### config.mk
export PLATFORM = sky130hd
export DESIGN_NAME = rsb_boot_ctrl
export DESIGN_NICKNAME = d
export VERILOG_FILES = /design/src/hdl/rsb_pkg.sv /design/src/hdl/rsb_strap_latch.sv /design/src/hdl/rsb_boot_ctrl.sv
export SDC_FILE = /design/constraint.sdc
export NUM_CORES = 1
export LEC_CHECK = 0
export ABC_CLOCK_PERIOD_IN_PS = 2600
export BUFFER_PORTS_ARGS = -buffer_cell sky130_fd_sc_hd__buf_2
export CAP_MARGIN = 20
export CORE_ASPECT_RATIO = 0.7
export CORE_UTILIZATION = 45
export DETAILED_ROUTE_END_ITERATION = 10
export GPL_TIMING_DRIVEN = 0
export PLACE_DENSITY = 0.66
export SETUP_SLACK_MARGIN = 0.1
export SLEW_MARGIN = 25
export SYNTH_ARGS = -nofsm -noshare
export SYNTH_HDL_FRONTEND = slang
export SYNTH_SLANG_ARGS = --single-unit
### constraint.sdc
create_clock -name core_clk -period 2.6 [get_ports core_clk]
set_input_delay 0.52 -clock core_clk [delete_from_list [all_inputs] [get_ports core_clk]]
set_output_delay 0.52 -clock core_clk [all_outputs]
set_load 0.03 [all_outputs]
### src/hdl/rsb_pkg.sv
/*
 * Shared constants and types for the reset strap capture and boot select block.
 * Assumes a single core clock domain; strap and host pins arrive synchronous to it.
 */
package rsb_pkg;

   localparam logic [1:0] BOOT_HOST_NO_PLL = 2'h0;
   localparam logic [1:0] BOOT_I2C = 2'h1;
   localparam logic [1:0] BOOT_HOST_PLL = 2'h2;
   localparam logic [1:0] BOOT_RSVD = 2'h3;

   localparam int GROUP_WORDS = 4;
   localparam int HOST_WORD_W = 16;
   localparam int HOST_BYTE_W = 8;

   typedef struct packed {
      logic [1:0] boot_src;
      logic wdog_en;
      logic strobe_hi;
      logic width8;
      logic strobe_style;
   } rsb_straps_t;

   localparam rsb_straps_t STRAPS_RST = '{boot_src: BOOT_HOST_NO_PLL, default: 1'b0};

   typedef enum logic [2:0] {
      ST_RESET,
      ST_HOST,
      ST_I2C,
      ST_HALT,
      ST_RUN
   } rsb_state_t;

endpackage

### src/hdl/rsb_strap_latch.sv
/*
 * Strap latch: catches the configuration straps on the rising edge of power-on reset.
 * Assumes power_on_reset_n and the strap pins are synchronous to core_clk.
 */
`timescale 1ns/100ps
`default_nettype none
module rsb_strap_latch
   import rsb_pkg::*;
(
   input wire logic core_clk,             // Core clock
   input wire logic srst,                 // Synchronous reset, active high
   input wire logic power_on_reset_n,     // Power-on reset pin, active low
   input wire rsb_straps_t strap_pins,    // Raw strap pin levels
   output rsb_straps_t straps,            // Captured straps
   output logic captured                  // Pulse on the capture cycle
);

   logic por_prev_reg;
   rsb_straps_t straps_reg;
   logic captured_reg;
   wire logic por_rise;

   // Prev starts at 0 so a pin already high at srst release still captures once
   assign por_rise = power_on_reset_n & ~por_prev_reg;

   always_ff @(posedge core_clk) begin
      if (srst) begin
         por_prev_reg <= 1'b0;
         straps_reg <= STRAPS_RST;
         captured_reg <= 1'b0;
      end else begin
         por_prev_reg <= power_on_reset_n;
         captured_reg <= por_rise;
         if (por_rise) begin
            straps_reg <= strap_pins;
         end
      end
   end

   assign straps = straps_reg;
   assign captured = captured_reg;
endmodule
`default_nettype wire

### src/hdl/rsb_boot_ctrl.sv
/*
 * Boot controller: holds reset, picks the boot path from captured straps, keeps the
 * PLL bypassed until allowed, and gathers host port boot data into groups.
 * Assumes all inputs are synchronous to core_clk and the boot loader signals completion.
 */
//
// Contract
// - Latch boot source, watchdog, strobe polarity, width straps at POR rise.
// - Boot source 00 host no PLL, 01 I2C, 10 host with PLL, 11 reserved.
// - Strobe strap 1 means active high strobes, 0 active low.
// - Width strap 1 means 8-bit host path, 0 means 16-bit.
// - After power-on reset the PLL stays bypassed, clock from input pin.
// - PLL may switch on only after the ROM boot loader finished.
// - Host boot runs without DMA, polled on both sides.
// - Host straps taken only at POR release; hard reset keeps them.
// - Host data bit 0 is the least significant bit.
// - I2C boot moves shared pins to I2C, device acts as master.
`timescale 1ns/100ps
`default_nettype none
module rsb_boot_ctrl
   import rsb_pkg::*;
#(
   parameter int WORDS_PER_GROUP = GROUP_WORDS,
   parameter int WORD_W = HOST_WORD_W
) (
   input wire logic core_clk,                        // Core clock, 40 MHz
   input wire logic srst,                            // Synchronous reset, active high
   input wire logic power_on_reset_n,                // Power-on reset, active low
   input wire logic hard_reset_n,                    // Hard reset, active low
   input wire logic [1:0] boot_source_select,        // Boot source strap pins
   input wire logic watchdog_strap,                  // Watchdog enable strap
   input wire logic host_strobe_polarity,            // Strobe polarity strap
   input wire logic host_width_select,               // Host width strap
   input wire logic host_strobe_style,               // Strobe style strap
   input wire logic [WORD_W-1:0] host_parallel_port, // Host data pins
   input wire logic host_strobe_pin,                 // Host write strobe pin
   input wire logic loader_done,                     // Boot loader finished
   input wire logic pll_enable_req,                  // Software asks for the PLL
   input wire logic group_ack,                       // Loader consumed the group
   output logic core_in_reset,                       // Core held in reset
   output logic core_running,                        // Boot done, user code runs
   output logic watchdog_enable,                     // Watchdog timer enabled
   output logic host_strobe_high,                    // Strobes active high
   output logic host_8bit,                           // Host port 8-bit mode
   output logic host_strobe_dual,                    // Strobe style as strapped
   output logic pll_bypass,                          // PLL bypassed
   output logic host_polled_mode,                    // Host port polled, no DMA
   output logic host_dma_enable,                     // Host port DMA enable
   output logic host_rx_full,                        // Host must wait before writing
   output logic [WORDS_PER_GROUP*WORD_W-1:0] group_data, // Assembled boot group
   output logic group_ready,                         // Group waits for the loader
   output logic i2c_pins_select,                     // Shared pins set to I2C
   output logic i2c_master,                          // I2C block in master mode
   output logic boot_reserved_err                    // Reserved boot source strapped
);

   localparam int GW = WORDS_PER_GROUP * WORD_W;
   localparam int CNT_W = $clog2(2 * WORDS_PER_GROUP);
   localparam logic [CNT_W-1:0] LAST_WORD = CNT_W'(WORDS_PER_GROUP - 1);
   localparam logic [CNT_W-1:0] LAST_BYTE = CNT_W'(2 * WORDS_PER_GROUP - 1);
   localparam logic [CNT_W-1:0] CNT_ONE = CNT_W'(1);

   // Elaboration check: byte and word packing assume a 16-bit host word
   if (WORD_W != HOST_WORD_W || WORDS_PER_GROUP < 1) begin
      $error("rsb_boot_ctrl: unsupported host word width or group size");
   end

   function automatic logic strobe_on(input logic pin, input logic active_high);
      return active_high ? pin : ~pin;
   endfunction

   function automatic logic [GW-1:0] shift_in(input logic [GW-1:0] acc,
         input logic [WORD_W-1:0] d, input logic w8);
      // Earlier pieces move up, so the first word ends most significant
      return w8 ? {acc[GW-HOST_BYTE_W-1:0], d[HOST_BYTE_W-1:0]} :
                  {acc[GW-WORD_W-1:0], d};
   endfunction

   rsb_straps_t strap_pins;
   rsb_straps_t straps;
   rsb_state_t state_reg, state_next;
   logic strobe_prev_reg;
   logic [CNT_W-1:0] cnt_reg;
   logic [GW-1:0] acc_reg;
   logic [GW-1:0] group_reg;
   logic group_ready_reg;
   logic pll_bypass_reg;
   logic in_reset_reg;
   logic polled_reg;
   logic i2c_sel_reg;
   logic i2c_master_reg;
   logic run_reg;
   logic halt_reg;

   assign strap_pins = '{boot_src: boot_source_select, wdog_en: watchdog_strap,
                         strobe_hi: host_strobe_polarity, width8: host_width_select,
                         strobe_style: host_strobe_style};

   rsb_strap_latch u_latch (
      .core_clk(core_clk),
      .srst(srst),
      .power_on_reset_n(power_on_reset_n),
      .strap_pins(strap_pins),
      .straps(straps),
      .captured()
   );

   wire logic in_reset;
   wire logic strobe_act;
   wire logic take;
   wire logic piece_last;
   wire logic [GW-1:0] acc_shift;
   wire logic pll_on;
   wire logic boot_go;

   // Hard reset restarts the boot but never reaches the strap latch
   assign in_reset = ~power_on_reset_n | ~hard_reset_n;
   // Leave reset one edge late, so the decode sees the straps captured at release
   assign boot_go = ~in_reset & ~in_reset_reg;
   assign strobe_act = strobe_on(host_strobe_pin, straps.strobe_hi);
   // Writes while a group is pending are dropped; the host polls host_rx_full
   assign take = strobe_act & ~strobe_prev_reg & (state_reg == ST_HOST)
                 & ~group_ready_reg;
   assign piece_last = cnt_reg == (straps.width8 ? LAST_BYTE : LAST_WORD);
   assign acc_shift = shift_in(acc_reg, host_parallel_port, straps.width8);
   assign pll_on = ((state_reg == ST_RUN) & pll_enable_req)
                   | ((state_reg == ST_HOST) & loader_done
                      & (straps.boot_src == BOOT_HOST_PLL));

   always_comb begin
      state_next = state_reg;
      unique case (state_reg)
         ST_RESET: begin
            if (boot_go) begin
               unique case (straps.boot_src)
                  BOOT_HOST_NO_PLL: state_next = ST_HOST;
                  BOOT_HOST_PLL: state_next = ST_HOST;
                  BOOT_I2C: state_next = ST_I2C;
                  BOOT_RSVD: state_next = ST_HALT;
               endcase
            end
         end
         ST_HOST: begin
            if (loader_done) begin
               state_next = ST_RUN;
            end
         end
         ST_I2C: begin
            if (loader_done) begin
               state_next = ST_RUN;
            end
         end
         ST_HALT: state_next = ST_HALT;
         ST_RUN: state_next = ST_RUN;
      endcase
      if (in_reset) begin
         state_next = ST_RESET;
      end
   end

   always_ff @(posedge core_clk) begin
      if (srst) begin
         state_reg <= ST_RESET;
         in_reset_reg <= 1'b1;
         run_reg <= 1'b0;
         halt_reg <= 1'b0;
      end else begin
         state_reg <= state_next;
         in_reset_reg <= in_reset;
         run_reg <= state_next == ST_RUN;
         halt_reg <= state_next == ST_HALT;
      end
   end

   always_ff @(posedge core_clk) begin
      if (srst || in_reset) begin
         pll_bypass_reg <= 1'b1;
      end else if (pll_on) begin
         pll_bypass_reg <= 1'b0;
      end
   end

   always_ff @(posedge core_clk) begin
      if (srst || in_reset) begin
         polled_reg <= 1'b0;
         i2c_sel_reg <= 1'b0;
         i2c_master_reg <= 1'b0;
      end else begin
         polled_reg <= state_next == ST_HOST;
         if (state_next == ST_I2C) begin
            i2c_sel_reg <= 1'b1;
            i2c_master_reg <= 1'b1;
         end
      end
   end

   always_ff @(posedge core_clk) begin
      if (srst || in_reset) begin
         strobe_prev_reg <= 1'b0;
         cnt_reg <= '0;
         acc_reg <= '0;
      end else begin
         strobe_prev_reg <= strobe_act;
         if (take) begin
            acc_reg <= piece_last ? '0 : acc_shift;
            cnt_reg <= piece_last ? '0 : cnt_reg + CNT_ONE;
         end
      end
   end

   always_ff @(posedge core_clk) begin
      if (srst || in_reset) begin
         group_reg <= '0;
         group_ready_reg <= 1'b0;
      end else if (take && piece_last) begin
         group_reg <= acc_shift;
         group_ready_reg <= 1'b1;
      end else if (group_ack) begin
         group_ready_reg <= 1'b0;
      end
   end

   assign core_in_reset = in_reset_reg;
   assign core_running = run_reg;
   assign watchdog_enable = straps.wdog_en;
   assign host_strobe_high = straps.strobe_hi;
   assign host_8bit = straps.width8;
   assign host_strobe_dual = straps.strobe_style;
   assign pll_bypass = pll_bypass_reg;
   assign host_polled_mode = polled_reg;
   assign host_dma_enable = 1'b0;
   assign host_rx_full = group_ready_reg;
   assign group_data = group_reg;
   assign group_ready = group_ready_reg;
   assign i2c_pins_select = i2c_sel_reg;
   assign i2c_master = i2c_master_reg;
   assign boot_reserved_err = halt_reg;
endmodule
`default_nettype wire

==> run metrics, run 1 <==
relative slew slack 0.337; critical path capture point type register; Top delay family on crit path buffers and inverters; Power Density about 640 mW/mm^2; Synthesis Warnings 0; CP Cell Sequence buf_2 -> xnor2_1 -> and2_1 -> buf_2 -> buf_1 -> nor3_2 -> o21a_1; FF+latch count, synth roughly 140; initial DRC count approximately 280; max reg flops 64; # clock sinks ~140; commonest non-fill, non-tap cells in the layout dfxtp_1, buf_2, a21oi_1, mux2i_1, a211oi_1; vias per cell 5.50; post-layout min period 2310 ps; Final ANT Viol Nets 0; GPL Wtd Cong 0.907; cell depth of the worst hold path 3; Critical Path Most Common Cell buf_2; Die Span X 142 um; I/O Buffers 105; Hold/Removal Path Class in2reg; max cap viols 0; Synth Flop Type dfxtp_1; Worst Skew 6.77 ps; Chip Height 100 um; cell accounting for the most synthesized area dfxtp_1; Sum Neg Setup Slack 0 ps; Slew @ Worst Pin slightly below 1000 ps; share of cells above drive strength 1 0.265; Avg Inst Size Synth 9.82 sq um; flop2flop setup slack 290 ps; top post-synthesis cells by area dfxtp_1, mux2i_1, a211oi_1, nor3_2, o21a_1; post-synthesis sequential area ratio 0.457; row count 35; max frequency 0.434 GHz; worst hold start boot_source_select[0]; Setup Viol. Count Final 0; area of the core 0.0133 sq mm; Starting Density 0.466; outcome finished, final reports clean; vias in the first global route 4889; commonest non-fill, non-tap cell in the layout dfxtp_1; Clock Tree Root clkbuf_16; Final Hold Viols 0; design area 0.00754 sq mm; Leak 2.73 nW; Worst Path Max Fanout 10; # DRC 0; CTS H-tree depth 4; worst skew pair latency 420 ps; placed cell count about 900; via count 5235; Worst Path Buf+Inv 3; library cells used by synthesis 39; router iterations before antenna repair 5; setup repair after global routing missed its margin false; Max Root-Sink Buffers 2; reg2reg path depth 7; CP required 2910 ps; CP max-delay cell buf_1; clock-pin slew of the registers on the worst-case setup and hold paths 60 ps; ys async rst share 0; wire per inst 17.8 um; antenna diode count 0; io pins 108; CP arrival 2620 ps; crit path launch type register; slowest stage delay, CP 610 ps; largest net degree at the start of global routing 17; Post-CTS Hold Buffers 0; Synth Cell Area 0.00618 sq mm; Post-CTS Setup Repair Bufs 0; Syn Nets 660; critical path class reg2reg; Slew Viols, Final 0; CTS Buf Count 17; GR Overflow Total 0; final total power 0.00483 W; total die area 0.0142 sq mm; EDFF count, synth 0; initial antenna violation count 0; first-pass GRT wire length 26300 um; non-filler cells in the finished layout 951; Final Cycle Share 0.887; Routed WL 17000 um; Endpoint, Worst Hold u_latch.straps[4]; r2r endpoint acc_reg[46]; peak supply drop ~0.45 mV; Area after DPL 0.00693 sq mm; fill count 1188; r2r startpoint u_latch.straps[1]; Yosys top cell area share 0.457; Final #Nets about 780; GRT Util Overall 0.245; Synth-to-Final Area Change 22.1%; Cells after Synth approximately 630; CTS tree done; half-perimeter wire length after placement 12600 um
tightest hold or removal path, stage by stage:
cell and delay, ps:
buf_2 80, mux2i_1 50, nor2_1 70
metrics by stage:
| step | setup WS [ps] | util | hold WS (ps) |
|---|---|---|---|
| after floorplan | 556 | - | 440 |
| after global placement | 169 | 0.523 | 449 |
| after detailed placement | 117 | 0.523 | 467 |
| after CTS | 138 | 0.568 | 332 |
| after global routing | 138 | 0.568 | 336 |
| final | 295 | 0.568 | 340 |
how the worst max path moves through the flow:
stage	start	endpoint	slack, ps	cells after the start
after floorplan	u_latch.straps[1]	acc_reg[46]	560	6
after global placement	host_strobe_pin	group_data[58]	170	7
after detailed placement	host_strobe_pin	group_data[61]	120	7
after CTS	state_reg[2]	group_data[61]	140	6
after global routing	u_latch.straps[1]	acc_reg[46]	140	7
final	u_latch.straps[1]	acc_reg[46]	290	7
Yosys cell counts, types with 2 or more instances:
cell type and instances:
a22oi_1 9, nand3b_1 2, inv_1 4, dfxtp_1 141, a21oi_1 69, nor2_1 21
and2_1 48, mux2i_1 62, nor3b_1 3, a211oi_1 55, nor3_1 12, nor3_2 39
buf_4 8, buf_6 6, nand2b_1 5, buf_1 6, nand3_1 8, nand2_1 4
nor2b_1 5, buf_2 11, o21a_1 50, clkbuf_1 32, o21ai_0 13
where the power goes:
group / switching [W] / internal, W / leakage, nW
logic: 0.000101 / 0.0000633 / 1.29
clock network: 0.000937 / 0.00156 / 0.294
registers: 0.00000529 / 0.00217 / 1.14
total: 0.00104 / 0.00379 / 2.73
area by class of cell:
cell class	count	area, sq um	area share
Multi-Input combinational cell	420	3020	0.400
Sequential cell	141	2820	0.374
Timing Repair Buffer	105	526	0.0697
Clock buffer	22	464	0.0615
Buffer	63	325	0.0431
Tap cell	185	231	0.0307
Clock inverter	10	139	0.0184
Inverter	5	18.8	0.00249
cells by family (layout without fill, tap and decap cells):
kind of cell / after synthesis / after routing / synth area share
other cells: 1 / 1 / 0.000607
buf+inv: 68 / 205 / 0.0557
xor+xnor: 2 / 2 / 0.00284
mux: 63 / 63 / 0.102
compound gates: 200 / 200 / 0.211
fa+ha+maj: 1 / 1 / 0.00203
flops: 141 / 141 / 0.457
simple gates: 153 / 153 / 0.168
layer usage:
layer | wire, um | GRT usage | up-vias | part of all wire
met4 | 188 | 0.0753 | 0 | 0.011
met5 | 0 | 0 | - | 0
met1 | 8340 | 0.351 | 2549 | 0.49
met3 | 1320 | 0.0754 | 15 | 0.078
li1 | - | - | 2504 | -
met2 | 7110 | 0.350 | 167 | 0.42
what timing repair did:
| action | CTS | global route |
|---|---|---|
| gates resized for setup | 0 | 1 |
| hold endpoints to repair | 0 | 0 |
| endpoints found under the setup margin | 0 | 29 |
Power figures use the tool's default switching activity.
==> run 2: changes to the inputs <==
Settings changed: ABC_CLOCK_PERIOD_IN_PS 2600 to 2100, PLACE_DENSITY 0.66 to 0.69.
Clock period 2.6 ns to 2.1 ns, I/O delays scaled along.
==> run 2 against run 1 <==
  * Hold slack got worse by 96 ps
  * Via count about the same
  * First-iteration DRC count increased by 21%
==> run metrics, run 2 (synthesized netlist as in run 1, its figures left out) <==
outcome finished, final reports clean; router iterations before antenna repair 5; Worst Path Buf+Inv 3; reg2reg path depth 7; CTS Buf Count 17; r2r endpoint group_data[0]; area of the core 0.0133 sq mm; Slew Viols, Final 0; Net Sw Frac 0.221; Starting Density 0.466; Sum Neg Setup Slack 0 ps; design area about 0.008 sq mm; Synth-to-Final Area Change 27.0%; r2r startpoint state_reg[2]; Final Cycle Share 0.931; via count 5240; GR Overflow Total 0; # DRC 0; Endpoint, Worst Hold u_latch.straps[2]; Slew @ Worst Pin 724 ps; Final Hold Viols 0; Final #Nets between 700 and 800; vias per cell ~5.5; antenna diode count 0; setup repair after global routing missed its margin false; Internal ~0.0044 W; GPL Wtd Cong about 0.87; Area after DPL 0.00694 sq mm; CTS H-tree depth 4; FF+latch area 0.00283 sq mm; Worst Path Max Fanout 10; I/O Buffers 105; CP required 2380 ps; max reg flops 64; GRT Util Overall 0.245; Chip Height 100 um; peak supply drop 0.598 mV; commonest non-fill, non-tap cell in the layout dfxtp_1; slowest stage delay, CP 410 ps; row count 35; # clock sinks between 100 and 150; io pins 108; Setup Viol. Count Final 0; CP max-delay cell or3_4; Logic pwr share 0.038; Clock Tree Root clkbuf_16; total die area about 0.014 sq mm; post-layout min period 1960 ps; worst setup margin ~140 ps; worst hold slack 245 ps; cell depth of the worst hold path 3; critical path class reg2reg; critical path capture point type register; Top delay family on crit path simple AND/OR/NAND/NOR gates; max frequency between 0.5 and 0.6 GHz; CP arrival ~2200 ps; Power Density 714 mW/mm^2; Post-CTS Hold Buffers 0; Final ANT Viol Nets 0; commonest non-fill, non-tap cells in the layout dfxtp_1, buf_2, a21oi_1, mux2i_1, a211oi_1; Clk pwr share 0.481; Worst Skew 12.8 ps; Die Span X 142 um; relative slew slack 0.518; initial DRC count 340; Leak 2.83 nW; initial antenna violation count 0; switching power 0.00124 W; first-pass GRT wire length 26700 um; Layout Utilization 0.591; worst hold start host_strobe_polarity; vias in the first global route between 4000 and 5000; Seq pwr share 0.481; max cap viols 0; fill count 1156; wire per inst 17.8 um; largest net degree at the start of global routing 17; worst skew pair latency roughly 420 ps; half-perimeter wire length after placement between 10000 and 15000 um; flop2flop setup slack around 140 ps; CP Cell Sequence or3_4 -> or3_4 -> buf_8 -> buf_12 -> buf_8 -> o21ai_0 -> a21oi_1; share of cells above drive strength 1 0.316; Routed WL 16900 um; pre-CTS setup slack -305 ps; clock-pin slew of the registers on the worst-case setup and hold paths 60 ps; area of the multi-input gates between 0.003 and 0.004 sq mm; Max Root-Sink Buffers 2; CTS tree done; crit path launch type register; Hold/Removal Path Class in2reg
==> run 2: changes by cell type in the layout (fill, tap and decap cells not counted), moves of 4 or more <==
cell and change:
nor3_2 -11, clkbuf_4 +8, clkbuf_1 -20, clkbuf_2 +14, buf_8 +4, buf_12 +5
nor3_4 +14, buf_1 -6
==> run 2: metal layers <==
metal / vias to the layer above / share of wire / GRT usage
met2: 158 / 0.42 / 0.351
met5: - / 0 / 0
met3: 13 / 0.062 / 0.0553
met1: 2546 / 0.51 / 0.367
met4: 0 / 0.0075 / 0.0637
li1: 2523 / - / -
==> run 2: final cells by class <==
| class | instances | share of cell area |
|---|---|---|
| Sequential cell | 141 | 0.360 |
| Timing Repair Buffer | 109 | 0.0758 |
| Clock buffer | 21 | 0.0613 |
| Clock inverter | 7 | 0.00542 |
| Buffer | 63 | 0.0595 |
| Tap cell | 185 | 0.0295 |
| Inverter | 5 | 0.00239 |
| Multi-Input combinational cell | 420 | 0.406 |
==> run 2: worst register-to-register path, stage by stage, from the launching register on <==
cell,delay (ps)
dfxtp_4,360
or3_4,410
or3_4,340
buf_8,150
buf_12,150
buf_8,150
o21ai_0,160
a21oi_1,90
==> run 2: what timing repair did <==
item / in CTS / in global routing
endpoints found under the setup margin: 86 / 123
setup buffers: 1 / 1
cloned: 0 / 2
pin swaps: 1 / 13
gates resized for setup: 26 / 74
==> run 2: how the worst max path moves through the flow <==
stage | startpoint | to | slack (ps) | cells after the start
6_report | state_reg[2] | group_data[0] | 140 | 7
5_1_grt | u_latch.straps[1] | group_data[62] | 90 | 7
4_1_cts | u_latch.straps[1] | cnt_reg[0] | 70 | 5
3_3_place_gp | state_reg[2] | group_data[59] | -230 | 6
2_1_floorplan | group_ready | acc_reg[8] | 120 | 7
3_5_place_dp | state_reg[2] | group_data[60] | -310 | 6
==> run 2: per-stage QoR <==
| stage | total power, W | std cells |
|---|---|---|
| global route | 0.00578 | 951 |
| finish | 0.00560 | 951 |
| floorplan | 0.00288 | 629 |
| CTS | 0.00561 | 948 |
| detailed placement | 0.00295 | 919 |
| global placement | 0.00295 | 919 |
==> run 2: power groups by stage <==
stage / Clock (W) / Combinational [W] / Sequential, W
4_1_cts: 0.00271 / 0.000205 / 0.00269
6_report: 0.00269 / 0.000214 / 0.00269
2_1_floorplan: 0 / 0.000124 / 0.00276
5_1_grt: 0.00286 / 0.000230 / 0.00269
3_5_place_dp: 0 / 0.000202 / 0.00275
3_3_place_gp: 0 / 0.000200 / 0.00275
==> run 3: changes to the inputs <==
Settings changed: RECOVER_POWER set to 50, SKIP_CTS_REPAIR_TIMING set to 1.
==> run 3 against run 2 <==
  * Maximum frequency shrank 2.2%
  * Global-route usage is essentially flat
  * Clock power is essentially flat
  * Power is essentially flat
  * Sequential cell count is the same
  * Non-clock buffer count shrank 1
  * Worst setup slack lost 44 ps
  * Hold slack gained 2.6 ps
  * Count of clock-buffer cells in the layout is the same
  * Utilization shrank 1.8 points
  * Sequential power is essentially flat
  * Largest cell class unchanged
  * Largest power group unchanged
==> run metrics, run 3 (synthesized netlist as in run 1, its figures left out) <==
Die Span X 142 um; reg2reg path depth 6; wire per inst 17.8 um; Final Cycle Share 0.952; GRT Util Overall 0.245; max frequency 0.500 GHz; worst hold slack 247 ps; Slew Viols, Final 0; Final Hold Viols 0; GPL Wtd Cong 0.866; worst hold start host_strobe_polarity; router iterations before antenna repair 5; io pins 108; max reg flops 64; Final #Nets 787; commonest non-fill, non-tap cell in the layout dfxtp_1; Sum Neg Setup Slack 0 ps; area of the core 0.0133 sq mm; setup repair after global routing missed its margin true; outcome finished, final reports clean; Routed WL between 15000 and 20000 um; vias per cell 5.52; GR Overflow Total 0; Max Root-Sink Buffers 2; Worst Path Max Fanout 10; Internal 0.00436 W; critical path capture point type register; vias in the first global route 4978; Power Density between 700 and 800 mW/mm^2; total die area between 0.01 and 0.015 sq mm; Starting Density 0.466; clock-pin slew of the registers on the worst-case setup and hold paths 50 ps; first-pass GRT wire length 26700 um; r2r endpoint acc_reg[11]; Layout Utilization 0.573; critical path class reg2reg; CP required 2450 ps; r2r startpoint state_reg[2]; Endpoint, Worst Hold u_latch.straps[2]; switching power approximately 0.0012 W; Hold/Removal Path Class in2reg; Logic pwr share 0.038; I/O Buffers 105; Clock Tree Root clkbuf_16; relative slew slack 0.520; via count 5244; initial DRC count 349; Worst Skew roughly 11 ps; Seq pwr share 0.481; Chip Height between 100 and 150 um; CTS H-tree depth 4; max cap viols 0; Setup Viol. Count Final 0; Clk pwr share 0.481; CP arrival 2350 ps; crit path launch type register; peak supply drop 0.609 mV; initial antenna violation count 0; CTS Buf Count 17; final total power between 0.005 and 0.006 W; flop2flop setup slack 100 ps; row count 35; antenna diode count 0; Synth-to-Final Area Change 23.2%; share of cells above drive strength 1 0.207; # DRC 0; post-layout min period roughly 2000 ps; worst skew pair latency 410 ps; largest net degree at the start of global routing 17; half-perimeter wire length after placement 12400 um; Leak 2.47 nW; # clock sinks 141; Final ANT Viol Nets 0; cell depth of the worst hold path 3; CTS tree done; Slew @ Worst Pin 720 ps; Net Sw Frac 0.220; commonest non-fill, non-tap cells in the layout dfxtp_1, clkbuf_1, a21oi_1, mux2i_1, a211oi_1
## run 3: critical path, cell delays in order, from the launching register on
cell and delay (ps):
dfxtp_1 370, or3_4 420, or3_4 340, buf_8 150, clkbuf_2 210, nor3_2 270
o21a_1 170
## run 3: how the worst max path moves through the flow
stage | start | to | slack (ps) | depth (start not counted)
finish | state_reg[2] | acc_reg[11] | 100 | 6
detailed placement | state_reg[2] | group_data[60] | -310 | 6
CTS | state_reg[2] | group_data[60] | -380 | 6
floorplan | group_ready | acc_reg[8] | 120 | 7
global placement | state_reg[2] | group_data[59] | -230 | 6
global route | state_reg[1] | boot_reserved_err | 50 | 4
## run 3: cell type report
| type | instances | area, sq um |
|---|---|---|
| clock inverter | 7 | 42.5 |
| multi-input combinational | 420 | 3120 |
| tap | 185 | 231 |
| timing repair buffer | 108 | 455 |
| buffer | 63 | 433 |
| inverter | 5 | 18.8 |
| clock buffer | 21 | 480 |
| sequential | 141 | 2820 |
| fill | 1200 | 5660 |
## run 3: metrics by stage
step | worst slack, ps | cells | instance area (sq um)
global route | 53.8 | 950 | 7610
CTS | -378 | 947 | 7460
finish | 100 | 950 | 7610
detailed placement | -305 | 919 | 6940
global placement | -232 | 919 | 6940
floorplan | 117 | 629 | 6180
## run 3: power groups by stage
stage          Sequential [W]  Clock (W)  Combinational, W
3_5_place_dp          0.00275          0          0.000202
6_report              0.00269    0.00269          0.000211
3_3_place_gp          0.00275          0          0.000200
2_1_floorplan         0.00276          0          0.000124
4_1_cts               0.00269    0.00271          0.000203
5_1_grt               0.00269    0.00286          0.000227
## run 3: per-layer routing
| layer | vias to the layer above | part of all wire | track usage |
|---|---|---|---|
| met5 | - | 0 | 0 |
| met4 | 0 | 0.0091 | 0.0687 |
| met3 | 14 | 0.068 | 0.0553 |
| met2 | 163 | 0.42 | 0.348 |
| met1 | 2539 | 0.51 | 0.367 |
| li1 | 2528 | - | - |
